`config.mk`:
```
export PLATFORM = sky130hd
export DESIGN_NAME = output_module_module_indicator_a_alarm_encoder
export DESIGN_NICKNAME = d
export VERILOG_FILES = /design/src/hdl/module_indicator_a_alarm_pkg.sv /design/src/hdl/output_module_module_indicator_a_alarm_encoder.sv
export SDC_FILE = /design/constraint.sdc
export NUM_CORES = 1
export LEC_CHECK = 0
export BUFFER_PORTS_ARGS = -buffer_cell sky130_fd_sc_hd__buf_2
export CORE_MARGIN = 3
export CORE_UTILIZATION = 60
export CTS_CLUSTER_DIAMETER = 30
export DETAILED_ROUTE_END_ITERATION = 10
export PLACE_DENSITY = 0.8
export SETUP_SLACK_MARGIN = 0.5
export SYNTH_ARGS = -nofsm -noshare
export SYNTH_HDL_FRONTEND = slang
export SYNTH_SLANG_ARGS = --single-unit
```
`constraint.sdc`:
```
create_clock -name core_clk -period 11.1 [get_ports core_clk]
set_input_delay 1.11 -clock core_clk [delete_from_list [all_inputs] [get_ports core_clk]]
set_output_delay 1.11 -clock core_clk [all_outputs]
set_load 0.01 [all_outputs]
```
`src/hdl/module_indicator_a_alarm_pkg.sv`:
```
// constants and types shared by the diagnostic alarm encoder
package module_indicator_a_alarm_pkg;

  // ---------------------------------------------------------------
  // structure
  // ---------------------------------------------------------------
  localparam int NUM_CH = 4;
  localparam int KINDS_PER_CH = 12;
  localparam int MOD_EVENTS = 4;
  localparam int NUM_EVENTS = MOD_EVENTS + NUM_CH * KINDS_PER_CH;
  localparam int IDX_W = 6;
  localparam int CODE_W = 16;

  // module-level event slots
  localparam int M_UNAVAIL = 0;
  localparam int M_OVERTEMP = 1;
  localparam int M_PARAM = 2;
  localparam int M_SUPPLY = 3;

  // per-channel event slots
  localparam int K_SHORT = 0;
  localparam int K_WIRE = 1;
  localparam int K_HIGH = 2;
  localparam int K_LOW = 3;
  localparam int K_COMM = 4;
  localparam int K_PV = 5;
  localparam int K_SAT = 6;
  localparam int K_FIXED = 7;
  localparam int K_NONPV = 8;
  localparam int K_MORE = 9;
  localparam int K_CFG = 10;
  localparam int K_MALF = 11;
  localparam int K_FIRST_HART = K_COMM;

  // ---------------------------------------------------------------
  // error codes
  // ---------------------------------------------------------------
  localparam logic [CODE_W-1:0] MOD_CODES [MOD_EVENTS] = '{
    16'h001F, 16'h0005, 16'h0010, 16'h0011};
  localparam logic [CODE_W-1:0] CH_CODES [KINDS_PER_CH] = '{
    16'h0001, 16'h0006, 16'h0007, 16'h0008, 16'h0141, 16'h0142,
    16'h0143, 16'h0144, 16'h0149, 16'h0145, 16'h0146, 16'h0147};
  localparam logic [CODE_W-1:0] CODE_UNAVAIL = 16'h001F;

  // ---------------------------------------------------------------
  // field device status bytes
  // ---------------------------------------------------------------
  localparam int ST1_COMM_ERR_BIT = 7;
  localparam logic [7:0] ST1_CMD_REJECT = 8'h40;
  localparam int ST2_MALF_BIT = 7;
  localparam int ST2_CFG_BIT = 6;
  localparam int ST2_MORE_BIT = 4;
  localparam int ST2_FIXED_BIT = 3;
  localparam int ST2_SAT_BIT = 2;
  localparam int ST2_NONPV_BIT = 1;
  localparam int ST2_PV_BIT = 0;

  // ---------------------------------------------------------------
  // timing
  // ---------------------------------------------------------------
  localparam longint CLK_HZ = 50_000_000;
  localparam longint CFG_CLEAR_S = 60;
  localparam logic [31:0] CFG_CLEAR_CYCLES = 32'(CFG_CLEAR_S * CLK_HZ);
  localparam longint BLINK_HALF_MS = 250;
  localparam logic [31:0] BLINK_HALF_CYCLES = 32'(BLINK_HALF_MS * CLK_HZ / 1000);

  typedef enum logic {ALM_IDLE, ALM_WAIT} alarm_state_type;

endpackage

```
`src/hdl/output_module_module_indicator_a_alarm_encoder.sv`:
```
// diagnostic event collector, alarm encoder and indicator driver
//
// Operation
// - diagnostic interrupt for every listed module and channel condition
// - one alarm per detected event; module indicator flashes while any present
// - channel fault and status indicators show each channel's diagnostics
// - firmware update running or cancelled reports 1F and suspends processing
// - shorted actuator cable or low load impedance reports code 1
// - overtemperature reports code 5
// - open channel or broken line reports code 6
// - analog value above overrange reports code 7
// - analog value below underrange reports code 8
// - invalid configuration reports code 10
// - missing or insufficient load supply reports code 11
// - no reply, timing error or rejected command reports code 141
// - primary variable outside limits reports code 142
// - field device output current saturated reports code 143
// - field device output current fixed reports code 144
// - non-primary variable outside limits reports code 149
// - more-status flag in second status byte reports code 145
// - configuration-changed flag reports code 146, cleared after about a minute
// - malfunction flag in second status byte reports code 147
// - channel diagnostics: status off, fault on; HART only: both on
`timescale 1ns/1ns
`default_nettype none

module output_module_module_indicator_a_alarm_encoder #(
  parameter logic [31:0] CFG_CLEAR_CYCLES = module_indicator_a_alarm_pkg::CFG_CLEAR_CYCLES,
  parameter logic [31:0] BLINK_HALF_CYCLES = module_indicator_a_alarm_pkg::BLINK_HALF_CYCLES
) (
  // clock and reset
  input wire logic core_clk,
  input wire logic reset_n,
  // module conditions
  input wire logic fw_update_active,
  input wire logic fw_update_cancelled,
  input wire logic params_assigned,
  input wire logic param_invalid,
  input wire logic overtemp_detect,
  input wire logic supply_missing,
  // channel conditions
  input wire logic [module_indicator_a_alarm_pkg::NUM_CH-1:0] channel_enable,
  input wire logic [module_indicator_a_alarm_pkg::NUM_CH-1:0] short_detect,
  input wire logic [module_indicator_a_alarm_pkg::NUM_CH-1:0] wire_break_detect,
  input wire logic [module_indicator_a_alarm_pkg::NUM_CH-1:0] high_limit_detect,
  input wire logic [module_indicator_a_alarm_pkg::NUM_CH-1:0] low_limit_detect,
  input wire logic [module_indicator_a_alarm_pkg::NUM_CH-1:0] cfg_irq_enable,
  // field device replies
  input wire logic [module_indicator_a_alarm_pkg::NUM_CH-1:0] hart_reply_valid,
  input wire logic [module_indicator_a_alarm_pkg::NUM_CH-1:0] hart_no_reply,
  input wire logic [module_indicator_a_alarm_pkg::NUM_CH-1:0] hart_timing_error,
  input wire logic [module_indicator_a_alarm_pkg::NUM_CH-1:0][7:0] hart_status1,
  input wire logic [module_indicator_a_alarm_pkg::NUM_CH-1:0][7:0] hart_status2,
  // alarm to host
  input wire logic alarm_ack,
  output logic alarm_valid,
  output logic [module_indicator_a_alarm_pkg::CODE_W-1:0] alarm_code,
  output logic [1:0] alarm_channel,
  output logic alarm_module_level,
  // indicators
  output logic module_indicator_a,
  output logic [module_indicator_a_alarm_pkg::NUM_CH-1:0] channel_status_led,
  output logic [module_indicator_a_alarm_pkg::NUM_CH-1:0] channel_fault_led
);
  import module_indicator_a_alarm_pkg::*;

  function automatic int ev_idx(input int ch, input int kind);
    ev_idx = MOD_EVENTS + ch * KINDS_PER_CH + kind;
  endfunction

  function automatic logic [IDX_W-1:0] first_set(input logic [NUM_EVENTS-1:0] v);
    first_set = '0;
    for (int i = NUM_EVENTS - 1; i >= 0; i--)
    begin
      if (v[i])
        first_set = IDX_W'(i);
    end
  endfunction

  function automatic logic [CODE_W-1:0] code_of(input logic [IDX_W-1:0] idx);
    if (int'(idx) < MOD_EVENTS)
      code_of = MOD_CODES[int'(idx)];
    else
      code_of = CH_CODES[(int'(idx) - MOD_EVENTS) % KINDS_PER_CH];
  endfunction

  logic busy;
  logic [NUM_EVENTS-1:0] cond;
  logic [NUM_EVENTS-1:0] allow;
  logic [NUM_EVENTS-1:0] set_vec;
  logic [NUM_EVENTS-1:0] clr_vec;
  logic [NUM_EVENTS-1:0] cond_reg;
  logic [NUM_EVENTS-1:0] pend_reg;
  logic [NUM_EVENTS-1:0] pend_next;
  logic [NUM_CH-1:0] hart_comm_reg;
  logic [NUM_CH-1:0][7:0] hart_dev_reg;
  logic [NUM_CH-1:0] cfg_flag_reg;
  logic [NUM_CH-1:0][31:0] cfg_timer_reg;
  logic [IDX_W-1:0] sel_idx;
  alarm_state_type state_reg;
  logic alarm_valid_reg;
  logic [CODE_W-1:0] alarm_code_reg;
  logic [1:0] alarm_channel_reg;
  logic alarm_module_reg;
  logic [31:0] blink_cnt_reg;
  logic blink_reg;
  logic module_ind_reg;
  logic [NUM_CH-1:0] status_led_reg;
  logic [NUM_CH-1:0] fault_led_reg;

  // ---------------------------------------------------------------
  // condition collection
  // ---------------------------------------------------------------
  assign busy = fw_update_active | fw_update_cancelled;

  always_comb
  begin
    cond = '0;
    cond[M_UNAVAIL] = busy;
    // everything else reads as clear while the firmware is away
    if (!busy)
    begin
      cond[M_OVERTEMP] = overtemp_detect;
      cond[M_PARAM] = param_invalid;
      cond[M_SUPPLY] = supply_missing;
      for (int ch = 0; ch < NUM_CH; ch++)
      begin
        if (channel_enable[ch])
        begin
          cond[ev_idx(ch, K_SHORT)] = short_detect[ch];
          cond[ev_idx(ch, K_WIRE)] = wire_break_detect[ch];
          cond[ev_idx(ch, K_HIGH)] = high_limit_detect[ch];
          cond[ev_idx(ch, K_LOW)] = low_limit_detect[ch];
          cond[ev_idx(ch, K_COMM)] = hart_comm_reg[ch];
          cond[ev_idx(ch, K_PV)] = hart_dev_reg[ch][ST2_PV_BIT];
          cond[ev_idx(ch, K_SAT)] = hart_dev_reg[ch][ST2_SAT_BIT];
          cond[ev_idx(ch, K_FIXED)] = hart_dev_reg[ch][ST2_FIXED_BIT];
          cond[ev_idx(ch, K_NONPV)] = hart_dev_reg[ch][ST2_NONPV_BIT];
          cond[ev_idx(ch, K_MORE)] = hart_dev_reg[ch][ST2_MORE_BIT];
          cond[ev_idx(ch, K_CFG)] = cfg_flag_reg[ch];
          cond[ev_idx(ch, K_MALF)] = hart_dev_reg[ch][ST2_MALF_BIT];
        end
      end
    end
  end

  // ---------------------------------------------------------------
  // field device status capture
  // ---------------------------------------------------------------
  always_ff @(posedge core_clk or negedge reset_n)
  begin
    if (!reset_n)
    begin
      hart_comm_reg <= '0;
      hart_dev_reg <= '0;
    end
    else if (!busy)
    begin
      for (int ch = 0; ch < NUM_CH; ch++)
      begin
        if (hart_no_reply[ch] || hart_timing_error[ch])
        begin
          hart_comm_reg[ch] <= 1'b1;
          hart_dev_reg[ch] <= '0;
        end
        else if (hart_reply_valid[ch])
        begin
          // a rejected command carries no valid device status
          if (hart_status1[ch][ST1_COMM_ERR_BIT] || hart_status1[ch] == ST1_CMD_REJECT)
          begin
            hart_comm_reg[ch] <= 1'b1;
            hart_dev_reg[ch] <= '0;
          end
          else
          begin
            hart_comm_reg[ch] <= 1'b0;
            hart_dev_reg[ch] <= hart_status2[ch];
          end
        end
      end
    end
  end

  // configuration-changed flag clears itself; a new report restarts the wait
  always_ff @(posedge core_clk or negedge reset_n)
  begin
    if (!reset_n)
    begin
      cfg_flag_reg <= '0;
      cfg_timer_reg <= '0;
    end
    else
    begin
      for (int ch = 0; ch < NUM_CH; ch++)
      begin
        if (!busy && hart_reply_valid[ch] && !hart_no_reply[ch] && !hart_timing_error[ch]
            && !hart_status1[ch][ST1_COMM_ERR_BIT] && hart_status1[ch] != ST1_CMD_REJECT
            && hart_status2[ch][ST2_CFG_BIT])
        begin
          cfg_flag_reg[ch] <= 1'b1;
          cfg_timer_reg[ch] <= '0;
        end
        else if (cfg_flag_reg[ch])
        begin
          if (cfg_timer_reg[ch] >= CFG_CLEAR_CYCLES - 32'h0000_0001)
            cfg_flag_reg[ch] <= 1'b0;
          else
            cfg_timer_reg[ch] <= cfg_timer_reg[ch] + 32'h0000_0001;
        end
      end
    end
  end

  // ---------------------------------------------------------------
  // event detection and pending alarms
  // ---------------------------------------------------------------
  always_comb
  begin
    allow = '1;
    for (int ch = 0; ch < NUM_CH; ch++)
      allow[ev_idx(ch, K_CFG)] = cfg_irq_enable[ch];
  end

  assign set_vec = cond & ~cond_reg & allow;
  assign sel_idx = first_set(pend_reg);

  always_comb
  begin
    clr_vec = '0;
    if (state_reg == ALM_IDLE && |pend_reg)
      clr_vec[sel_idx] = 1'b1;
    // pending alarms that were queued before the update are dropped
    if (busy)
      clr_vec = clr_vec | ~(NUM_EVENTS'(1) << M_UNAVAIL);
  end

  // a new event in the clearing cycle survives
  assign pend_next = (pend_reg & ~clr_vec) | set_vec;

  always_ff @(posedge core_clk or negedge reset_n)
  begin
    if (!reset_n)
    begin
      cond_reg <= '0;
      pend_reg <= '0;
    end
    else
    begin
      cond_reg <= cond;
      pend_reg <= pend_next;
    end
  end

  // ---------------------------------------------------------------
  // alarm presentation, held until the host acknowledges
  // ---------------------------------------------------------------
  always_ff @(posedge core_clk or negedge reset_n)
  begin
    if (!reset_n)
    begin
      state_reg <= ALM_IDLE;
      alarm_valid_reg <= 1'b0;
      alarm_code_reg <= '0;
      alarm_channel_reg <= '0;
      alarm_module_reg <= 1'b0;
    end
    else
    begin
      unique case (state_reg)
        ALM_IDLE:
        begin
          if (|pend_reg)
          begin
            state_reg <= ALM_WAIT;
            alarm_valid_reg <= 1'b1;
            alarm_code_reg <= code_of(sel_idx);
            alarm_module_reg <= int'(sel_idx) < MOD_EVENTS;
            if (int'(sel_idx) < MOD_EVENTS)
              alarm_channel_reg <= '0;
            else
              alarm_channel_reg <= 2'((int'(sel_idx) - MOD_EVENTS) / KINDS_PER_CH);
          end
        end
        ALM_WAIT:
        begin
          if (alarm_ack)
          begin
            state_reg <= ALM_IDLE;
            alarm_valid_reg <= 1'b0;
          end
        end
      endcase
    end
  end

  // ---------------------------------------------------------------
  // indicators
  // ---------------------------------------------------------------
  always_ff @(posedge core_clk or negedge reset_n)
  begin
    if (!reset_n)
    begin
      blink_cnt_reg <= '0;
      blink_reg <= 1'b0;
    end
    else if (blink_cnt_reg >= BLINK_HALF_CYCLES - 32'h0000_0001)
    begin
      blink_cnt_reg <= '0;
      blink_reg <= ~blink_reg;
    end
    else
      blink_cnt_reg <= blink_cnt_reg + 32'h0000_0001;
  end

  always_ff @(posedge core_clk or negedge reset_n)
  begin
    if (!reset_n)
    begin
      module_ind_reg <= 1'b0;
      status_led_reg <= '0;
      fault_led_reg <= '0;
    end
    else
    begin
      // unassigned parameters and active diagnostics both flash
      if (!params_assigned || |cond)
        module_ind_reg <= blink_reg;
      else
        module_ind_reg <= 1'b1;
      for (int ch = 0; ch < NUM_CH; ch++)
      begin
        status_led_reg[ch] <= channel_enable[ch]
          && !(|cond[ev_idx(ch, 0) +: K_FIRST_HART]);
        fault_led_reg[ch] <= |cond[ev_idx(ch, 0) +: KINDS_PER_CH];
      end
    end
  end

  assign alarm_valid = alarm_valid_reg;
  assign alarm_code = alarm_code_reg;
  assign alarm_channel = alarm_channel_reg;
  assign alarm_module_level = alarm_module_reg;
  assign module_indicator_a = module_ind_reg;
  assign channel_status_led = status_led_reg;
  assign channel_fault_led = fault_led_reg;
endmodule

`default_nettype wire

```
### Yosys cells after proc, flatten, opt, wreduce, memory -nomap -nowiden

Memories as Yosys holds them, arrays and structs flattened.
Index checks and enable logic that the tools add are counted.

* shifts and indexed selects: 0
* $add $sub $neg: 6
* divide/modulo/power cells: 2
* $lt $le $gt $ge: 10
* equality and inequality tests: 14
* bitwise operators: 12
* reductions and logical operators: 85
* multipliers: 0
* mux-type cells: 124

Operators with widths (number)
* 32-bit two-way mux: 13
* 6-bit two-way mux: 52
* 32-bit by 1-bit adder with 32-bit output, second input constant: 5
* 52-bit bitwise AND: 3
* 32-bit >= comparator, second input constant: 4
* 52-bit two-way mux: 2
* 52-bit NOT: 2
* 52-bit OR reduction: 2
* 8-bit two-way mux: 12
* 16-bit two-way mux: 5
* 52-bit bitwise OR: 1
* 51-bit two-way mux: 1
* 12-bit two-way mux: 4
* 12-bit OR reduction: 4
* 16-bit binary-select mux with 2-bit select: 1
* 32-bit by 5-bit divider with 32-bit output, second input constant: 1
* 8-bit by 7-bit equality test with 1-bit output, second input constant: 4
* 32-bit by 24-bit >= comparator with 1-bit output, second input constant: 1
* 32-bit by 3-bit >= comparator with 1-bit output, second input constant: 1
* 32-bit by 5-bit >= comparator with 1-bit output, second input constant: 1
* 32-bit by 5-bit modulo with 32-bit output, second input constant: 1
* 8-bit by 7-bit inequality test with 1-bit output, second input constant: 4
* 32-bit NOT: 1
* 6-bit NOT with 32-bit output: 1
* other kinds (18): 127

* input bits: 109
* register bits: 335
* memories kept: 1
* ROM bits: 256
* RAM bits: 0
* latch bits: 0
* output and inout bits: 29

Memory list
* (name not given): words 16, bits a word 16, rd ports 1, clocked after memory_dff 0, write ports 0, line output_module_module_indicator_a_alarm_encoder.sv:84 `code_of = CH_CODES[(int'(idx) - MOD_EVENTS) % KINDS_PER_CH];`

### Longest topological paths before layout

Gate-level depths: netlist (run 1).

* depth after elaboration: 61
* depth in mapped cells: 18
* mapped depth without buffers: 17

### Least setup slack after synthesis (run 1)

OpenSTA, ideal clock, no wires.

* kind: register to register
* start point: register pend_reg[1]
* end point: register alarm_code_reg[3], in the netlist alarm_code[3]
* setup time: 126 ps
* clock period less this slack: 4171 ps
* buffers on the path: 2
* arrival time: 4045 ps
* cell stages (with the launch flop): 17
* data required time: 10974 ps
* slack: 6929 ps
* path through: dfrtp_1 or3_1 o211ai_1 o21a_1 o41a_1 buf_2 clkbuf_1 ha_1 nand3_1 nor2_1 a211oi_1 mux2i_2 a21boi_1 a22o_1 a211oi_4 or2_2 a311o_1

* cells in the longest elaborated chain, start to end: 9

RTL lines
* start, declared: line output_module_module_indicator_a_alarm_encoder.sv:93 `logic [NUM_EVENTS-1:0] pend_reg;`
* start signal, assigned: line output_module_module_indicator_a_alarm_encoder.sv:250 `pend_reg <= pend_next;`
* 6-bit two-way mux (2 in a row): line output_module_module_indicator_a_alarm_encoder.sv:75 `if (v[i])`
* 6-bit by 3-bit subtractor with 7-bit output: line output_module_module_indicator_a_alarm_encoder.sv:84
* 32-bit by 5-bit modulo with 32-bit output: line output_module_module_indicator_a_alarm_encoder.sv:84
* 32-bit NOT (not written as such): line output_module_module_indicator_a_alarm_encoder.sv:84
* memory 16 x 16 bit
* 16-bit two-way mux (not written as such) (2 in a row): line output_module_module_indicator_a_alarm_encoder.sv:84
* 16-bit two-way mux: line output_module_module_indicator_a_alarm_encoder.sv:81 `if (int'(idx) < MOD_EVENTS)`
* end signal, assigned: line output_module_module_indicator_a_alarm_encoder.sv:276 `alarm_code_reg <= code_of(sel_idx);`
* end, declared: line output_module_module_indicator_a_alarm_encoder.sv:102 `logic [CODE_W-1:0] alarm_code_reg;`

Several ways; a longest one is shown, not always the timed one. The select of a mux whose other input is x is not followed.
A chain may end at the register's enable or synchronous reset.

### Worst setup path in the final report (run 1)

* start point: register pend_reg[6]
* end point: register alarm_code_reg[3], in the netlist alarm_code[3]

* cells in the longest elaborated chain, start to end: 14

RTL lines (line)
* 6-bit two-way mux (7 in a row): output_module_module_indicator_a_alarm_encoder.sv:75
* 6-bit by 3-bit subtractor with 7-bit output: output_module_module_indicator_a_alarm_encoder.sv:84
* 32-bit by 5-bit modulo with 32-bit output: output_module_module_indicator_a_alarm_encoder.sv:84
* 32-bit NOT (not written as such): output_module_module_indicator_a_alarm_encoder.sv:84
* memory 16 x 16 bit
* 16-bit two-way mux (not written as such) (2 in a row): output_module_module_indicator_a_alarm_encoder.sv:84
* 16-bit two-way mux: output_module_module_indicator_a_alarm_encoder.sv:81

Several ways; a longest one is shown, not always the timed one. The select of a mux whose other input is x is not followed.

==> reports/results.txt, run 1 <==
The HPWL after detailed placement is 25.6 mm. Synthesis inferred 317 register bits. The run gives 65.4 mm as the first-pass GRT wire length.

H-tree depth reported by CTS: 2. Final estimated routing congestion in global placement: 0.931. The type of origin of the critical path is a flop. In the final design database the tool counted 1897 nets. On the worst path, the slowest cell contributes a delay of 500 ps.

Among cell families on the critical path, the largest total delay comes from compound AO/OA/AOI/OAI gates. The cell sitting at the root of the clock tree is a clkbuf_16. The synthesized netlist occupies a cell area of 15600 um2.

The clock drives 317 sinks. The clock insertion delay at the later pin of the skew report was 580 ps; the number of antenna violations at the first check in global routing was 0. The buffer levels on the longest clock path came out at 3.

The number of gates resized after CTS was 0. In the synthesized netlist the dominant register cell turns out to be dfrtp_1. The final-report hold violation count is 0. Across the run, the number of max-cap violations was 0. Buffers inserted to repair hold after CTS numbered 0. Final hold analysis gives a worst-case slack of 416 ps. The cell count of the worst reg-to-reg path was 16; the post-synthesis cell type count was 83. The Yosys step of the flow raised 0 warnings. Clock-pin slew was measured on the worst setup and hold paths at 50 ps.

The run gives 39.0 ps as the worst clock skew on the final layout. STA puts the critical path data arrival time at 5330 ps. For the starting utilization of the core area, the log shows 61.5%. In this run the tightest slew margin relative to its limit is 21.4%. For the filler cell count, the log shows 1762.

The die area was 28000 um2. The maximum fanout along the worst path works out to 8. Minimum clock period after layout: 4910 ps. The fraction of layout instances using a drive strength above 1 is 15.3%, and the worst endpoint required time is 11520 ps.

Walking the worst path, the cells encountered are nor4_1, nand2_1, a221oi_4, nor2_1, o31a_1, inv_1, ha_1, nand3_1, nor2_1, a211oi_1, mux2i_2, a21boi_1, a22o_1, a211oi_4, or2_2, a311o_1. Counting flops with a built-in enable in the synthesized netlist gives 0. The type of the worst setup path was flop to flop. The total track usage was 28.0%. The die boundary width is 167 um. The region available for standard cell placement spans 25400 um2.

Compared with the post-synthesis result, the final layout area differs by 19.4%. The overall routed net length is 39.5 mm. The classification of the worst-slack hold path was flop to flop. The slack of the critical path was 6190 ps.

Entering global routing, the biggest net connects 103 pins. In this run the vertical extent of the chip is 167 um. The share of the clock period used by the worst path came out at 44.2%.

The logs give 50.8% for the sequential cell area fraction in the yosys report and 0 ps for the summed negative setup slack over all endpoints. The run finished with clean final reports. In the final routed layout, each cell accounts on average for 18.3 um. The detail route stage leaves a number of antenna-violating nets equal to 0. The tools report the number of placement rows as 58.

The number of DRC markers after the initial detailed-route iteration came out at 1139. The flip-flop count of the largest register after layout is 128, and the fmax is 204 MHz. The tools report the leakage power as 8.51 nW.

The capturing element type of the critical path was a flop. The number of cells traversed by the worst hold path is 1. The total overflow reported by the global router was 0; the final count of negative-setup-slack endpoints was 0.

The routed layout has 12928 vias. The slowest stage of the critical path is the nor4_1 cell. Setup repair after global routing left no endpoint under its margin. Power comes to 4.05 mW.

The number of cells produced by synthesis was 1619. The most frequent cell on the critical path is nor2_1. Prior to clock tree synthesis, the placed netlist has a worst setup slack of 6250 ps. The tools report the count of antenna diodes in the layout as 0. In the routed layout, each cell is associated on average with a via count of 6.01.

The critical path crosses 16 cells after its start point. Before antenna repair, the detailed router went through 5 iterations. The power per standard cell area is 217 nW/um2, and the remaining design rule violation count is 0.

The final max-slew violation count came out at 0. The average instance in the mapped netlist occupies 9.65 um2. The slew at the pin with the worst max-slew slack is 1180 ps, and the clock buffer count from CTS is 55.

The number of global-route vias before repair came out at 13212. The number of buffer and inverter instances along the worst setup path was 1; the boundary pin count was 138. The peak supply drop is 175 uV. TritonCTS built the clock tree. The quantity of I/O buffers inserted on ports was 124. For this run, asynchronously set or reset flops after synthesis account for 100%. The number of setup buffers added after CTS is 0.
## cell usage after synthesis, drive strengths merged (10+ instances only)
cell    count  area, um2
inv        88        335
o21ai      94        485
and4       12        105
clkbuf     37        139
nor2      210        791
nand2     145        544
o211ai     50        389
xnor2      54        473
and3       34        213
nor4       53        420
nor3       31        155
dfrtp     317       7930
and2       26        163
a22o       26        228
buf        18        125
nand2b     13       81.3
a211oi     10        100
or3        21        131
a21oi      51        263
nand3      77        385
ha         14        175
xor2       78        683
nand4      24        156
## cells by family after synthesis
kind of cell / share of synthesized area (%)
buffers and inverters: 3.88
adder cells (fa/ha/maj): 1.12
multiplexers: 0.408
AND/OR/NAND/NOR: 22.0
other: 0.0240
AO/OA/AOI/OAI: 14.4
XOR/XNOR: 7.40
flip-flops: 50.8
## final timing paths
path | slack (ps) | start | end
worst max-delay path | 6190 | pend_reg[6] | alarm_code[3]
worst min-delay path | 420 | cond_reg[23] | pend_reg[23]
worst max register to register | 6190 | pend_reg[6] | alarm_code[3]
worst min register to register | 420 | cond_reg[23] | pend_reg[23]
max in group asynchronous | 8270 | reset_n | pend_reg[13]
min in group asynchronous | 560 | reset_n | cfg_timer_reg[51]
## layout make-up
cell class	instances	area, um2	share of cell area [%]
Multi-Input combinational cell	1173	7150	38.3
Tap cell	330	413	2.21
Clock inverter	40	632	3.39
Clock buffer	64	1450	7.78
Inverter	90	343	1.84
Sequential cell	317	7930	42.5
Timing Repair Buffer	137	728	3.90
## cell usage in the layout, fill, tap and decap left out, drive strengths merged, types with 8 or more instances in the layout
cell | synthesis | final
a211oi | 10 | 10
a21oi | 51 | 51
a22o | 26 | 26
a41oi | 8 | 8
and2 | 26 | 26
and3 | 34 | 34
and4 | 12 | 12
buf | 18 | 137
bufinv | 0 | 12
clkbuf | 37 | 64
clkinv | 2 | 15
conb | 1 | 17
dfrtp | 317 | 317
ha | 14 | 14
inv | 88 | 97
nand2 | 145 | 145
nand2b | 13 | 13
nand3 | 77 | 77
nand3b | 9 | 9
nand4 | 24 | 24
nor2 | 210 | 210
nor3 | 31 | 31
nor4 | 53 | 53
o211ai | 50 | 50
o21ai | 94 | 94
o311ai | 9 | 9
o31ai | 8 | 8
or2 | 9 | 9
or3 | 21 | 21
xnor2 | 54 | 54
xor2 | 78 | 78
## power breakdown
group	total, mW	internal [mW]	switching [mW]
clock	1.87	1.23	0.630
sequential	1.42	1.29	0.131
combinational	0.768	0.296	0.472
total	4.05	2.82	1.23
## metrics by stage
step | instance area, um2 | util [%] | std cells
finish | 18700 | 73.4 | 2151
global route | 18700 | 73.4 | 2151
CTS | 18700 | 73.4 | 2151
detailed placement | 16600 | 65.2 | 2047
global placement | 16600 | 65.2 | 2047
floorplan | 15700 | - | 1635
## metal layers
metal | vias to the layer above | routed length (um) | GRT usage, %
met5 | - | 0 | 0
met4 | 0 | 1330 | 10.9
met3 | 108 | 2230 | 3.99
met2 | 442 | 19200 | 46.6
met1 | 6353 | 16700 | 37.5
li1 | 6025 | - | -
## worst reg2reg max path, stage by stage, from the launching register on
cell      delay (ps)
dfrtp_1          460
nor4_1           500
nand2_1          190
a221oi_4         370
nor2_1           160
o31a_1           360
inv_1            160
ha_1             350
nand3_1          120
nor2_1           320
a211oi_1         120
mux2i_2          400
a21boi_1         220
a22o_1           230
a211oi_4         120
or2_2            330
a311o_1          360
No activity file was read; power rests on OpenSTA's default activity.
==> run 2: changes to the inputs <==
CORE_UTILIZATION = 54   (was 60)
PLACE_DENSITY = 0.76   (was 0.8)
clock period = 3.9 ns   (was 11.1 ns; I/O delays follow)
==> run 2 against run 1 <==
Net effect:
- sequential share of layout area shrank 2.3 points
- register-to-register slack lost 6200 ps
- first-iteration DRC count shrank 9.7%
- final area grew 5.9%
- sequential power grew to 2.8 times the previous value
- die area grew 11%
- maximum frequency grew 27%
- hold slack lost 370 ps
- critical path type unchanged
- critical endpoint unchanged
==> reports/results.txt, run 2 (synthesized netlist as in run 1, its figures left out) <==
The run finished with clean final reports. The internal power of the cells totals 8.49 mW. Normalized max-slew margin: 14.2%. Clock tree synthesis selected as its root buffer the cell clkbuf_16. The sum of net half-perimeters after detailed placement is 26.6 mm. The summed negative setup slack over all endpoints was 0 ps; the number of global-route vias before repair was 13384. Derived from the worst setup path, the maximum achievable clock frequency is 259 MHz. Dividing the detail-routed wire length by the instance count gives 17.7 um. Most common cell after layout, fill and taps aside: dfrtp_1.

The floorplan step defined a die boundary enclosing 31000 um2. The signed area change from the synthesized netlist to the final layout works out to 26.4%. Destination of the worst register-to-register timing path: alarm_code[3].

The number of antenna violations at the first check in global routing was 0; the maximum fanout along the worst path was 5. The cell total after placement was 2145; the first-pass GRT wire length was 65.9 mm. For the worst setup path, the data arrival time is 4300 ps.

The minimum clock period after layout is 3860 ps, and the buffer levels on the longest clock path is 3. The run gives 3 as the H-tree depth reported by CTS. Leaving out filler cells and counting taps, the final layout contains 2289. The fraction of layout instances using a drive strength above 1 is 20.9%, and the number of nets with antenna violations after detailed routing is 0.

Along the worst hold path, the cell count comes to 2. STA classifies the critical path startpoint as a flop. The signal on the critical path passes through nor4_2, nand2_1, a31o_4, a221oi_4, nor2_2, o31a_1, inv_2, ha_4, nand3_4, nor2_4, a2111oi_0, o21ai_0, o311ai_0, or4b_4, nand2_1, nor4_2, a311o_1. The area after detailed placement is 17100 um2.

The vias per cell is 5.81. The run gives 0 as the final-report hold violation count. The register with the most flip-flops in the layout has 128 of them.

0 antenna diodes ended up in the layout. In this run the most critical hold path is launched from hart_status2[24]. The switching power of the nets was 3.77 mW; the worst slack at placement was 84.3 ps. Across the VDD grid, the largest voltage drop is 399 uV.

The run gives 12.3 mW as the total power after layout. Kind of cell with the highest combined delay on the critical path: compound AO/OA/AOI/OAI gates. The top cell types in the final layout, fill and taps aside, are dfrtp_1 (315), nor2_1 (204), nand2_1 (144). Across the routed clock network, the largest skew measured is 23.0 ps.

In this run the static leakage power is 9.04 nW. Summing all non-filler instances in the final layout gives an area of 19700 um2. Setup repair after global routing could not meet its margin everywhere. The type of the worst setup path is flop to flop. In this run switching power makes up 30.7% of total power. Row generation in the floorplan step produced 61 rows. Port buffering added 124 buffers. The run gives 0 as the final max-slew violation count. At the end of routability-driven placement, the weighted congestion stood at 0.895.

The worst setup path is captured at a flop. TritonCTS built the clock tree. The clock network burns 46.2% of the power. The filler cells instantiated in the layout total 2033.

Entering global routing, the biggest net connects 108 pins. The slew at the pin with the worst max-slew slack is 1270 ps, and the number of buffer and inverter instances along the worst setup path is 1. The logic depth of the worst setup path including buffers is 17. The die is 176 um wide. The length of the first detailed-routing pass in iterations was 6; the final count of negative-setup-slack endpoints was 0. The number of nets at the end of the flow came out at 1981. The power per standard cell area is 621 nW/um2.

Worst reg2reg path startpoint: pend_reg[39]. For this design the top-level I/O count stands at 138. The worst setup path startpoint is pend_reg[39]. Measured on the finished design, the core utilization comes to 70.1%.

The share of the clock period used by the worst path came out at 99.1%. The most critical setup path has its endpoint at alarm_code[3]. In this run, flip-flops and latches consume 32.9% of the power. For flop-to-flop paths, the worst setup slack is 40 ps. The classification of the worst-slack hold path is input port to flop. For this design, the slowest cell found on the critical path is or4b_4.

The total overflow left after global routing is 0. The number of cells on the worst reg-to-reg path is 17. Global routing used 25.9% of the available tracks. Clock tree synthesis inserted a total of 66 buffers.

The tree built by TritonCTS fans out to 317 sinks. In this run, the combinational gates consume 20.9% of the power. For the slack of the critical path, the log shows 35.2 ps. In this design, the stage delay of the slowest critical-path cell is 570 ps. The overall routed net length is 40.5 mm, and the clock insertion delay at the later pin of the skew report is 570 ps. The smallest hold slack is 44.8 ps. The tools report the total vias in the final route as 13308. After clock tree synthesis, the clock-pin slew on the worst setup and hold paths is 50 ps. The initial utilization of the core area, before any placement, comes to 55.5%. Max-cap violations in this run came to 0. The logs give 4330 ps for the worst endpoint required time and 1029 for the number of DRC markers after the initial detailed-route iteration.

The tools report the remaining design rule violation count as 0. The area of the core region is 28200 um2, and the chip height is 176 um.
-- run 2: power groups by stage --
stage / registers (mW) / logic, mW / clock network, mW
3_3_place_gp: 4.04 / 2.30 / 0
3_5_place_dp: 4.06 / 2.36 / 0
4_1_cts: 4.03 / 2.45 / 5.75
5_1_grt: 4.09 / 2.81 / 5.91
6_report: 4.04 / 2.56 / 5.66
2_1_floorplan: 4.01 / 1.61 / 0
-- run 2: final cells by class --
class	instances	area [um2]	area share [%]
well taps	378	473	2.40
multi-input cells	1173	7390	37.4
flip-flops and latches	317	7940	40.2
inverters	90	343	1.74
clock buffers	81	1830	9.28
repair buffers	210	1310	6.65
clock inverters	40	458	2.32
-- run 2: how the worst min path moves through the flow --
stage,slack [ps],end
2_1_floorplan,90,alarm_channel[0]
6_report,40,hart_dev_reg[24]
4_1_cts,20,hart_dev_reg[24]
3_3_place_gp,420,pend_reg[15]
3_5_place_dp,410,pend_reg[13]
5_1_grt,50,hart_dev_reg[24]
-- run 2: layer usage --
| layer | track usage (%) | vias up | routed length, um |
|---|---|---|---|
| met4 | 11.5 | 0 | 1480 |
| met3 | 4.39 | 119 | 2300 |
| met1 | 34.6 | 6510 | 17400 |
| met5 | 0 | - | 0 |
| met2 | 41.9 | 469 | 19300 |
| li1 | - | 6210 | - |
-- run 2: timing repair --
item,4_1_cts,5_1_grt
endpoints found under the setup margin,19,29
buffers inserted,9,12
endpoints found under the hold margin,102,0
cloned,0,0
resized for setup,10,31
hold buffers,2,0
pin swaps,10,19
-- run 2: worst reg2reg max path: cells and delay by family, from the launching register on --
family | cells | cell delay (ps)
buffers and inverters | 1 | 90
AND/OR/NAND/NOR | 8 | 1540
adder cells (fa/ha/maj) | 1 | 140
AO/OA/AOI/OAI | 7 | 1590
flip-flops | 1 | 390
